==> src/pit_consts.svh <==
// register offsets, field positions and reset values of the interval timer
`ifndef PIT_CONSTS_SVH
`define PIT_CONSTS_SVH

`define PIT_ADDR_W        4
`define PIT_DATA_W        16

`define PIT_RELOAD_BASE   4'h0
`define PIT_CTRL_BASE     4'h4
`define PIT_COUNT_BASE    4'h8
`define PIT_STATUS        4'hC

`define PIT_F_CODE_LO     0
`define PIT_F_CODE_HI     2
`define PIT_F_SRC_LO      3
`define PIT_F_SRC_HI      4
`define PIT_F_ENABLE      5
`define PIT_F_SOFT_TRIG   6
`define PIT_F_DMA_EN      7
`define PIT_F_OUT_LO      3

`define PIT_CODE_TC_INT   3'h0
`define PIT_CODE_ONE_SHOT 3'h1
`define PIT_CODE_RATE     3'h2
`define PIT_CODE_SQUARE   3'h3
`define PIT_CODE_SW_STRB  3'h4
`define PIT_CODE_HW_STRB  3'h5
`define PIT_CODE_EVENT    3'h6

`define PIT_RST_CTRL      7'h00
`define PIT_RST_CTRL0     7'h23
`define PIT_RST_RELOAD    16'h0000
`define PIT_RST_BAUD_DIV  16'h000D

`endif

==> src/pit_pkg.sv <==
// types shared by the interval timer modules
package pit_pkg;

  typedef enum logic [6:0] {
    MODE_TC_INT   = 7'h01,
    MODE_ONE_SHOT = 7'h02,
    MODE_RATE     = 7'h04,
    MODE_SQUARE   = 7'h08,
    MODE_SW_STRB  = 7'h10,
    MODE_HW_STRB  = 7'h20,
    MODE_EVENT    = 7'h40
  } mode_t;

  typedef enum logic [1:0] {
    SRC_INTERNAL = 2'h0,
    SRC_PIN      = 2'h1,
    SRC_PRESCALE = 2'h2
  } clk_src_t;

  typedef struct packed {
    logic       dma_en;
    logic       enable;
    clk_src_t   src;
    logic [2:0] code;
  } ctrl_t;

  typedef struct packed {
    logic        wr;
    logic        rd;
    logic [3:0]  addr;
    logic [15:0] wdata;
  } reg_req_t;

  function automatic mode_t decode_mode(input logic [2:0] code);
    mode_t m;
    m = MODE_TC_INT;
    unique case (code)
      3'h0:    m = MODE_TC_INT;
      3'h1:    m = MODE_ONE_SHOT;
      3'h2:    m = MODE_RATE;
      3'h3:    m = MODE_SQUARE;
      3'h4:    m = MODE_SW_STRB;
      3'h5:    m = MODE_HW_STRB;
      3'h6:    m = MODE_EVENT;
      default: m = MODE_TC_INT;
    endcase
    return m;
  endfunction : decode_mode

endpackage : pit_pkg

==> src/pit_counter.sv <==
// one 16-bit down counter with its output waveform functions
module pit_counter #(
  parameter int W = 16
) (
  input  wire logic          clk_sys,
  input  wire logic          rst_b,
  input  wire logic          ce,
  input  wire logic          tick,
  input  wire logic          trig,
  input  wire logic          load,
  input  wire logic [W-1:0]  load_val,
  input  wire logic          enable,
  input  pit_pkg::mode_t     mode,
  output logic      [W-1:0]  count,
  output logic      [W-1:0]  reload,
  output logic               out_level,
  output logic               tc
);

  logic [W-1:0] count_reg, count_next, reload_reg, reload_next;
  logic         run_reg, run_next, out_reg, out_next, low_reg, low_next, tc_reg, tc_next;
  logic         terminal, trig_mode, restart;
  logic [W-1:0] dec;

  assign dec       = count_reg - {{(W-1){1'b0}}, 1'b1};
  assign terminal  = count_reg == {{(W-1){1'b0}}, 1'b1};
  assign trig_mode = (mode == pit_pkg::MODE_ONE_SHOT) || (mode == pit_pkg::MODE_HW_STRB);
  assign restart   = trig && trig_mode && enable;

  always_comb begin
    count_next  = count_reg;
    reload_next = reload_reg;
    run_next    = run_reg;
    out_next    = out_reg;
    low_next    = low_reg;
    tc_next     = 1'b0;
    if (load) begin
      reload_next = load_val;
      count_next  = load_val;
      run_next    = !trig_mode;
      low_next    = 1'b0;
      out_next    = !(mode == pit_pkg::MODE_TC_INT || mode == pit_pkg::MODE_EVENT);
    end else if (restart) begin
      count_next = reload_reg;
      run_next   = 1'b1;
      out_next   = mode != pit_pkg::MODE_ONE_SHOT;
      low_next   = 1'b0;
    end else if (tick && enable) begin
      if (low_reg) begin
        out_next = 1'b1;
        low_next = 1'b0;
      end
      if (run_reg && terminal) begin
        tc_next = 1'b1;
        unique case (mode)
          pit_pkg::MODE_TC_INT, pit_pkg::MODE_EVENT, pit_pkg::MODE_ONE_SHOT: begin
            out_next   = 1'b1;
            run_next   = 1'b0;
            count_next = dec;
          end
          pit_pkg::MODE_RATE: begin
            out_next   = 1'b0;
            low_next   = 1'b1;
            count_next = reload_reg;
          end
          pit_pkg::MODE_SQUARE: begin
            out_next   = 1'b1;
            count_next = reload_reg;
          end
          pit_pkg::MODE_SW_STRB, pit_pkg::MODE_HW_STRB: begin
            out_next   = 1'b0;
            low_next   = 1'b1;
            run_next   = 1'b0;
            count_next = dec;
          end
        endcase
      end else if (run_reg) begin
        count_next = dec;
        if (mode == pit_pkg::MODE_SQUARE) begin
          out_next = dec > (reload_reg >> 1);
        end
      end
    end
  end

  always_ff @(posedge clk_sys or negedge rst_b) begin
    if (!rst_b) begin
      count_reg  <= '0;
      reload_reg <= '0;
      run_reg    <= 1'b0;
      out_reg    <= 1'b1;
      low_reg    <= 1'b0;
      tc_reg     <= 1'b0;
    end else if (ce) begin
      count_reg  <= count_next;
      reload_reg <= reload_next;
      run_reg    <= run_next;
      out_reg    <= out_next;
      low_reg    <= low_next;
      tc_reg     <= tc_next;
    end
  end

  assign count     = count_reg;
  assign reload    = reload_reg;
  assign out_level = out_reg;
  assign tc        = tc_reg;

endmodule : pit_counter

==> src/pit_edge.sv <==
// rising edge detector for a synchronous timer pin
module pit_edge (
  input  wire logic clk_sys,
  input  wire logic rst_b,
  input  wire logic ce,
  input  wire logic pin,
  output logic      rise
);

  logic prev_reg;

  always_ff @(posedge clk_sys or negedge rst_b) begin
    if (!rst_b) begin
      prev_reg <= 1'b0;
    end else if (ce) begin
      prev_reg <= pin;
    end
  end

  assign rise = pin & ~prev_reg;

endmodule : pit_edge

==> src/programmable_interval_timer.sv <==
// three-channel programmable interval timer with register port and timer pins
// Summary of operation
// - three independent timers, each counting with a 16-bit counter
// - timers 0 and 1 each own one input pin and one output pin
// - timer 2 has no pins; prescales timers 0/1 or raises transfer requests
// - terminal-count function raises an interrupt request at terminal count
// - one-shot: output low on trigger or soft command, high at terminal count, retriggerable
// - rate generator: one-period low pulse every N input periods
// - square wave: high for first half of count, low for the rest, repeating
// - software strobe: high after load, one-period low pulse N periods later
// - hardware strobe: one-period low pulse N counts after trigger rise, retriggerable
// - event counter: counts pin events, readable, interrupt after N events
// - live count readable at any time without stopping the count
// - each timer's function selected independently by software
// - after reset timer 0 runs as the serial baud rate generator
`include "pit_consts.svh"

module programmable_interval_timer #(
  parameter int              W        = `PIT_DATA_W,
  parameter int              AW       = `PIT_ADDR_W,
  parameter logic [W-1:0]    BAUD_DIV = `PIT_RST_BAUD_DIV
) (
  input  wire logic          clk_sys,
  input  wire logic          rst_b,
  input  wire logic          ce,
  input  wire logic [AW-1:0] addr,
  input  wire logic [W-1:0]  wr_data,
  input  wire logic          wr_stb,
  input  wire logic          rd_stb,
  output logic      [W-1:0]  rd_data,
  input  wire logic [1:0]    tmr_in,
  output logic      [1:0]    tmr_out,
  output logic      [2:0]    tc_irq,
  output logic               dma_req,
  output logic               baud_clk
);

  localparam int N = 3;

  // bus request gathered for decoding
  pit_pkg::reg_req_t req;

  assign req.wr    = wr_stb;
  assign req.rd    = rd_stb;
  assign req.addr  = addr;
  assign req.wdata = wr_data;

  // per-channel configuration and state
  pit_pkg::ctrl_t    ctrl_reg  [N];
  pit_pkg::ctrl_t    ctrl_next [N];
  pit_pkg::mode_t    mode      [N];
  logic [W-1:0]      count     [N];
  logic [W-1:0]      reload    [N];
  logic [N-1:0]      out_lvl;
  logic [N-1:0]      tc;
  logic [N-1:0]      tick;
  logic [N-1:0]      trig;
  logic [N-1:0]      load;
  logic [N-1:0]      soft_trig;
  logic [N-1:0]      ctrl_hit;
  logic [N-1:0]      reload_hit;
  logic [1:0]        pin_rise;
  logic [W-1:0]      load_val  [N];

  // sticky terminal-count flags
  logic [N-1:0]      flag_reg;
  logic [N-1:0]      flag_next;
  logic [N-1:0]      flag_clr;

  // one-cycle-late actions
  logic              dma_reg;
  logic              boot_reg;
  logic [W-1:0]      rd_data_reg;
  logic [W-1:0]      rd_mux;

  // address decode
  logic              status_hit;
  logic [1:0]        ch_index;
  logic [1:0]        group;
  logic              ch_valid;
  logic [7:0]        ctrl_view;

  assign group      = req.addr[3:2];
  assign ch_index   = req.addr[1:0];
  assign ch_valid   = ch_index != 2'h3;
  assign status_hit = req.addr == `PIT_STATUS;

  // soft trigger bit 6 is a write-only pulse, so it reads back as zero
  assign ctrl_view  = {ctrl_reg[ch_index].dma_en, 1'b0, ctrl_reg[ch_index].enable,
                       ctrl_reg[ch_index].src, ctrl_reg[ch_index].code};

  // timer pins only feed channels 0 and 1
  for (genvar p = 0; p < 2; p++) begin : g_pin
    pit_edge u_edge (
      .clk_sys (clk_sys),
      .rst_b   (rst_b),
      .ce      (ce),
      .pin     (tmr_in[p]),
      .rise    (pin_rise[p])
    );
  end

  for (genvar i = 0; i < N; i++) begin : g_ch
    localparam logic [1:0] IDX = 2'(i);

    assign reload_hit[i] = req.wr && (req.addr == (`PIT_RELOAD_BASE | {2'h0, IDX}));
    assign ctrl_hit[i]   = req.wr && (req.addr == (`PIT_CTRL_BASE | {2'h0, IDX}));

    // a fresh count is loaded by writing the reload register
    assign load[i]       = reload_hit[i] || (i == 0 && boot_reg);
    assign load_val[i]   = (i == 0 && boot_reg) ? BAUD_DIV : req.wdata;
    assign soft_trig[i]  = ctrl_hit[i] && req.wdata[`PIT_F_SOFT_TRIG];

    always_comb begin
      ctrl_next[i] = ctrl_reg[i];
      if (ctrl_hit[i]) begin
        ctrl_next[i].code   = req.wdata[`PIT_F_CODE_HI:`PIT_F_CODE_LO];
        ctrl_next[i].src    = pit_pkg::clk_src_t'(req.wdata[`PIT_F_SRC_HI:`PIT_F_SRC_LO]);
        ctrl_next[i].enable = req.wdata[`PIT_F_ENABLE];
        ctrl_next[i].dma_en = req.wdata[`PIT_F_DMA_EN];
      end
    end

    assign mode[i] = pit_pkg::decode_mode(ctrl_reg[i].code);

    if (i < 2) begin : g_pinned
      // pin serves as clock in event counting or with the pin source selected, else as trigger
      logic pin_clocks;
      assign pin_clocks = ctrl_reg[i].src == pit_pkg::SRC_PIN
                          || mode[i] == pit_pkg::MODE_EVENT;
      assign tick[i] = pin_clocks ? pin_rise[i] :
                       (ctrl_reg[i].src == pit_pkg::SRC_PRESCALE) ? tc[2] :
                       1'b1;
      assign trig[i] = soft_trig[i] || (!pin_clocks && pin_rise[i]);
    end else begin : g_internal
      // no pins: timer 2 always runs from the system clock
      assign tick[i] = 1'b1;
      assign trig[i] = soft_trig[i];
    end

    always_ff @(posedge clk_sys or negedge rst_b) begin
      if (!rst_b) begin
        ctrl_reg[i] <= (i == 0) ? pit_pkg::ctrl_t'(`PIT_RST_CTRL0)
                                : pit_pkg::ctrl_t'(`PIT_RST_CTRL);
      end else if (ce) begin
        ctrl_reg[i] <= ctrl_next[i];
      end
    end

    pit_counter #(
      .W (W)
    ) u_cnt (
      .clk_sys   (clk_sys),
      .rst_b     (rst_b),
      .ce        (ce),
      .tick      (tick[i]),
      .trig      (trig[i]),
      .load      (load[i]),
      .load_val  (load_val[i]),
      .enable    (ctrl_reg[i].enable),
      .mode      (mode[i]),
      .count     (count[i]),
      .reload    (reload[i]),
      .out_level (out_lvl[i]),
      .tc        (tc[i])
    );
  end

  // boot load of the baud divisor, one cycle after reset release
  always_ff @(posedge clk_sys or negedge rst_b) begin
    if (!rst_b) begin
      boot_reg <= 1'b1;
    end else if (ce) begin
      boot_reg <= 1'b0;
    end
  end

  // write-one-to-clear; a terminal count in the same cycle keeps the flag
  assign flag_clr  = (req.wr && status_hit) ? req.wdata[N-1:0] : '0;
  assign flag_next = (flag_reg & ~flag_clr) | tc;

  always_ff @(posedge clk_sys or negedge rst_b) begin
    if (!rst_b) begin
      flag_reg <= '0;
    end else if (ce) begin
      flag_reg <= flag_next;
    end
  end

  // transfer request from timer 2 only when enabled for it
  always_ff @(posedge clk_sys or negedge rst_b) begin
    if (!rst_b) begin
      dma_reg <= 1'b0;
    end else if (ce) begin
      dma_reg <= tc[2] && ctrl_reg[2].dma_en;
    end
  end

  // read mux; live counts are sampled without disturbing the counter
  always_comb begin
    rd_mux = '0;
    unique case (group)
      2'h0: if (ch_valid) rd_mux = reload[ch_index];
      2'h1: if (ch_valid) rd_mux = W'(ctrl_view);
      2'h2: if (ch_valid) rd_mux = count[ch_index];
      2'h3: if (status_hit) rd_mux = W'({out_lvl, flag_reg});
    endcase
  end

  always_ff @(posedge clk_sys or negedge rst_b) begin
    if (!rst_b) begin
      rd_data_reg <= '0;
    end else if (ce) begin
      rd_data_reg <= req.rd ? rd_mux : '0;
    end
  end

  assign rd_data  = rd_data_reg;
  assign tmr_out  = out_lvl[1:0];
  assign tc_irq   = flag_reg;
  assign dma_req  = dma_reg;
  // timer 0 square wave feeds the serial channels
  assign baud_clk = out_lvl[0];

endmodule : programmable_interval_timer

==> config.mk <==
export PLATFORM = sky130hd
export DESIGN_NAME = programmable_interval_timer
export DESIGN_NICKNAME = d
export VERILOG_FILES = /design/src/pit_pkg.sv /design/src/pit_counter.sv /design/src/pit_edge.sv /design/src/programmable_interval_timer.sv
export VERILOG_INCLUDE_DIRS = /design/src
export SDC_FILE = /design/constraint.sdc
export NUM_CORES = 1
export LEC_CHECK = 0
export ABC_CLOCK_PERIOD_IN_PS = 4200
export BUFFER_PORTS_ARGS = -buffer_cell sky130_fd_sc_hd__clkbuf_2
export CAP_MARGIN = 5
export CELL_PAD_IN_SITES_DETAIL_PLACEMENT = 1
export CELL_PAD_IN_SITES_GLOBAL_PLACEMENT = 1
export CORE_MARGIN = 3
export CORE_UTILIZATION = 48
export CTS_BUF_LIST = sky130_fd_sc_hd__clkbuf_16
export CTS_CLUSTER_DIAMETER = 120
export CTS_CLUSTER_SIZE = 14
export DETAILED_ROUTE_END_ITERATION = 12
export GPL_ROUTABILITY_DRIVEN = 0
export PLACE_DENSITY_LB_ADDON = 0.1
export SYNTH_ARGS = -nofsm -noshare
export SYNTH_HDL_FRONTEND = slang
export SYNTH_SLANG_ARGS = --single-unit
export TNS_END_PERCENT = 100
==> constraint.sdc <==
create_clock -name clk_sys -period 4.2 [get_ports clk_sys]
set_input_delay 0.42 -clock clk_sys [delete_from_list [all_inputs] [get_ports clk_sys]]
set_output_delay 0.42 -clock clk_sys [all_outputs]
set_load 0.02 [all_outputs]
== After elaboration in Yosys (flattened, before gate mapping) ==
Index checks and enable logic that the tools add are counted.
Widths: inputs -> output; s select.
Word-level totals
  register bits: 152
  input bits: 27
  output and inout bits: 23
  word-level logic and storage cells: 302
Cells by class
  add/subtract/negate cells: 3
  $lt $le $gt $ge: 4
  eq/ne operators: 59
  mux-type cells: 108
  bitwise gates (word level): 8
  reduce and logical (&&, ||, !) cells: 84
Operators with widths (count)
  $mux 16: 23
  $pmux 7 s6: 3
  $pmux 16 s2: 3
  $mux 1: 67
  $bmux 16 s2: 2
  $pmux 16 s4: 1
  $eq 16x1->1 const B: 3
  $gt 16x15->1: 3
  $sub 16x1->16 const B: 3
  $eq 3x3->1 const B: 9
  $reduce_bool 3->1: 9
  $logic_and 1x1->1: 24
  $eq 7x1->1 const B: 3
  $eq 7x2->1 const B: 3
  $eq 7x3->1 const B: 3
  $eq 7x4->1 const B: 3
  $eq 7x5->1 const B: 3
  $eq 7x6->1 const B: 3
  $eq 7x7->1 const B: 3
  $ne 7x2->1 const B: 3
  $eq 3x2->1 const B: 6
  $reduce_and 2->1: 9
  $reduce_or 5->1: 3
  $bmux 7 s2: 1
  other kinds (30): 73

== Logic depth before layout (Yosys ltp) ==
  depth in word-level cells: 11
  mapped depth: 12
  mapped depth without buffers: 12

== Hierarchy ==
From an unflattened synthesis, not the netlist that was laid out.
Unflattened totals
  cells, all modules: 1225
  area, all modules: 10986.8 um^2
Modules (own cells, without submodules)
  pit_counter (g_ch[0].u_cnt ...): instances 2, cells each 289, area an instance 2548.7 um^2, seq. area each 902.1 um^2
  programmable_interval_timer: instances 1, cells each 349, area an instance 3313.2 um^2, seq. area each 1056.0 um^2
  pit_counter (g_ch[2].u_cnt): instances 1, cells each 292, area an instance 2483.6 um^2, seq. area each 902.1 um^2
  pit_edge: instances 2, cells each 3, area an instance 46.3 um^2, seq. area each 25.0 um^2

== Worst setup path after synthesis ==
No wires, ideal clock.
  path type: reg2reg
  start point: reg g_ch[1].u_cnt.count_reg[5]
  end point: reg g_ch[1].u_cnt.out_reg
  setup time: 0.080 ns
  arrival: 2.938 ns
  data required time: 4.120 ns
  setup slack: 1.182 ns
  cell stages (with the launch flop): 12
  buffers on the path: 0
  clock period less this slack: 3.018 ns
  cells stage by stage: dfrtp_1 nor4_2 nand3_1 or3_1 xnor2_1 ha_1 nand4_1 nor3_1 a21boi_0 o31a_1 a2111o_1 a32o_1
On the way
  word-level cells in the longest chain between the ends: 8
  elaborated cells on any way between the ends: 10
  those cells by class: 1 x add/sub; 1 x order compare; 1 x eq/ne; 6 x mux; 1 x reduce/logical
RTL lines
  start, declared: line pit_counter.sv:20  | logic [W-1:0] count_reg, count_next, reload_reg, reload_next;
  start signal, assigned: line pit_counter.sv:95  | count_reg <= count_next;
  $sub 16x1->16: line pit_counter.sv:25  | assign dec = count_reg - {{(W-1){1'b0}}, 1'b1};
  $gt 16x15->1: line pit_counter.sv:80  | out_next = dec > (reload_reg >> 1);
  $mux 1: line pit_counter.sv:79  | if (mode == pit_pkg::MODE_SQUARE) begin
  $mux 1: line pit_counter.sv:77  | end else if (run_reg) begin
  $mux 1 (*): line pit_counter.sv:53  | if (run_reg && terminal) begin
  $mux 1 (*): line pit_counter.sv:48  | end else if (tick && enable) begin
  $mux 1 (*): line pit_counter.sv:43  | end else if (restart) begin
  $mux 1 (*): line pit_counter.sv:37  | if (load) begin
  end signal, assigned: line pit_counter.sv:98  | out_reg <= out_next;
  end, declared: line pit_counter.sv:21  | logic run_reg, run_next, out_reg, out_next, low_reg, low_next, tc_reg, tc_next;
Every way passes the cells marked *; elsewhere a longest branch is shown, timed or not. The select of a mux whose other input is x is not followed.
A chain may end at the register's enable or synchronous reset.

== Worst setup path after layout ==
  start point: reg g_ch[1].u_cnt.count_reg[4]
  end point: reg g_ch[1].u_cnt.out_reg
Same word-level chain as after synthesis.

==> metrics <==
commonest non-fill, non-tap cell in the layout dfrtp_1; sequential-to-total area share from yosys stat 37.67%; Routed Antenna Nets 0; number of global-route vias before repair 9,621; htree depth 4; unrepaired setup endpoints after global routing false; Syn Nets 1,230; first-pass GRT wire length 56.34 mm; vias 9,177; WL met3 2.174 mm; critical path, cell by cell nor4_2 -> nand3_1 -> or3_1 -> xnor2_1 -> ha_1 -> nand4_1 -> nor3_1 -> a21boi_0 -> o31a_1 -> a2111o_1 -> a32o_1; biggest cell delay along the critical path 0.57 ns; Slew @ Worst Pin 1.179 ns; port buffer count 49; routed length on met2 16.46 mm; CP startpoint kind flop; Initial Utilization 49.38%; worst r2r dst g_ch[1].u_cnt.out_level; PwrDens 594.8 nW/µm²; Slowest-stage cell, CP nor4_2; Post-synth EDFFs 0; pin count of the biggest net entering global routing 99; Final Hold Viols 0; WL per Instance 24.58 µm; Cell Area, Synth 10,120 µm²; die height 151.2 µm; worst vdd ir 0.0002951 V; clk slew on worst S/H paths 0.07 ns; Fillers 2,420; switching power 2.794 mW; Ys Warns 0; FF-to-FF setup slack 0.61 ns; share of cells above drive strength 1 12.35%; main flop type after synthesis dfrtp_1; r2r startpoint g_ch[1].u_cnt.count[4]; Num CTS Buffers 17; sequential power share 37.1%; GRT overflow 0; Max Root-Sink Buffers 2; post-layout min period 3.587 ns; n_diodes 0; Clock Sinks 152; DRT Wirelength 35.69 mm; Final TNS setup 0 ns; #FFs+latches synth 152; overall die width 151.2 µm; initial antenna violation count 0; internal power 3.860 mW; Avg Inst Size Synth 8.786 µm²; outcome complete, no violations; Clock Latency Late Sink 0.43 ns; post-cts sizing count 0; CP Capture Type flop; Slew Limit Headroom 21.39%; root buf cell clkbuf_16; Slew Viols, Final 0; postcts setup bufs 0; total core area 20,490 µm²; Hold Crit Class in2async; Clock power frac 23.8%; CTS tree built; CP Class reg2reg; DR iter-0 viols 665; DR DRC count 0; FP Rows 52; PnR worst setup slack 0.6133 ns; Syn-to-layout area delta 10.52%; ys async rst share 100.0%; GRT Resource Usage Total 32.19%; Synth cell types 68; Switching Fraction 41.99%; number of vias per cell 6.320; crit path from g_ch[1].u_cnt.count[4]; Synth Instances 1,152; final count of negative-setup-slack endpoints 0; Critical Path RT 4.55 ns; crit path DAT 3.94 ns; die area 22,860 µm²; CP Max Fanout 6; dpl hpwl 26.07 mm; Final #Nets 1,248; M1 WL 16.29 mm; leakage power figure 5.002 nW; # hold bufs at CTS 0; Place WS 0.6696 ns; Worst Skew 0.01021 ns; DR top layer met4; Max Cap Violations 0; Comb pwr share 39.2%; drt pass-1 iters 5; worst r2r path cells 11; Tcrit/Tclk final 85.40%; Util after Layout 54.58%; Fmax 278.8 MHz; most frequent cells in the layout dfrtp_1 (145), nand2_1 (117), nor2_1 (84), o21ai_0 (81), a21oi_1 (78); num ports 50
## Yosys cell counts, drive strengths merged (9+ instances only)
| cell type | n | area [µm²] |
|---|---|---|
| a22oi | 18 | 135.1 |
| o21a | 9 | 67.56 |
| nor2 | 86 | 322.8 |
| o22ai | 9 | 56.30 |
| o211ai | 29 | 217.7 |
| nand4 | 12 | 75.07 |
| a21oi | 78 | 390.4 |
| nor2b | 13 | 81.33 |
| nor3 | 22 | 110.1 |
| o2bb2ai | 9 | 78.83 |
| nor4 | 14 | 121.4 |
| xnor2 | 18 | 157.7 |
| xor2 | 22 | 192.7 |
| a31oi | 13 | 81.33 |
| buf | 21 | 111.4 |
| nand2 | 117 | 439.2 |
| a22o | 14 | 122.6 |
| clkbuf | 52 | 197.7 |
| ha | 51 | 638.1 |
| a32o | 11 | 110.1 |
| dfrtp | 145 | 3628 |
| mux2 | 25 | 281.5 |
| inv | 63 | 236.5 |
| or3 | 18 | 112.6 |
| o21ai | 84 | 420.4 |
| nand3 | 42 | 210.2 |
| mux2i | 58 | 580.6 |
## power by group through the flow
| stage | sequential, mW | combinational, mW | clock [mW] |
|---|---|---|---|
| 2_1_floorplan | 2.23 | 1.89 | 0 |
| 3_3_place_gp | 2.45 | 2.46 | 0 |
| 3_5_place_dp | 2.47 | 2.56 | 0 |
| 4_1_cts | 2.45 | 2.60 | 1.60 |
| 5_1_grt | 2.52 | 2.94 | 1.65 |
| 6_report | 2.47 | 2.61 | 1.58 |
## critical path, delay by kind of cell, from the launching register on
family                     cells  cell delay (ns)
adders and majority gates      1             0.31
DFF                            1             0.44
and+or+nand+nor                5             1.70
AOI/OAI and AO/OA              4             0.91
xor gates and xnor gates       1             0.16
## kinds of logic after synthesis
group	share of synthesized area [%]
muxes	8.518
DFF	37.67
buffers and inverters	5.390
AOI/OAI and AO/OA	21.10
and+or+nand+nor	17.55
adders and majority gates	6.305
xor gates and xnor gates	3.461
## cell type report
cell class / count / area [µm²] / share of cell area (%)
timing repair buffer: 72 / 424.2 / 3.792
multi-input combinational: 864 / 5789 / 51.76
clock buffer: 17 / 425.4 / 3.803
inverter: 63 / 236.5 / 2.114
sequential: 152 / 3812 / 34.08
tap: 270 / 337.8 / 3.020
clock inverter: 14 / 160.2 / 1.432
## through the flow
stage,area (µm²),std cells,power (mW),hold WS [ns]
after floorplan,10120,1152,4.116,0.1244
after global placement,10600,1421,4.907,0.4683
after detailed placement,10600,1421,5.033,0.4718
after CTS,11190,1452,6.639,0.1522
after global routing,11190,1452,7.117,0.1691
final,11190,1452,6.654,0.1122
## routing by layer
| layer | vias up | track usage [%] |
|---|---|---|
| met3 | 54 | 5.895 |
| met4 | 0 | 8.613 |
| li1 | 4233 | - |
| met2 | 273 | 51.12 |
| met1 | 4617 | 45.27 |
| met5 | - | 0 |
## worst max path at each step
| stage | slack [ns] | cells after the start | end |
|---|---|---|---|
| global route | 0.45 | 10 | g_ch[0].u_cnt.out_level |
| CTS | 0.66 | 11 | g_ch[1].u_cnt.out_level |
| global placement | 0.82 | 11 | g_ch[2].u_cnt.out_level |
| detailed placement | 0.67 | 11 | g_ch[2].u_cnt.out_level |
| floorplan | 1.18 | 11 | g_ch[1].u_cnt.out_level |
| finish | 0.61 | 11 | g_ch[1].u_cnt.out_level |
Power figures use the tool's default switching activity.
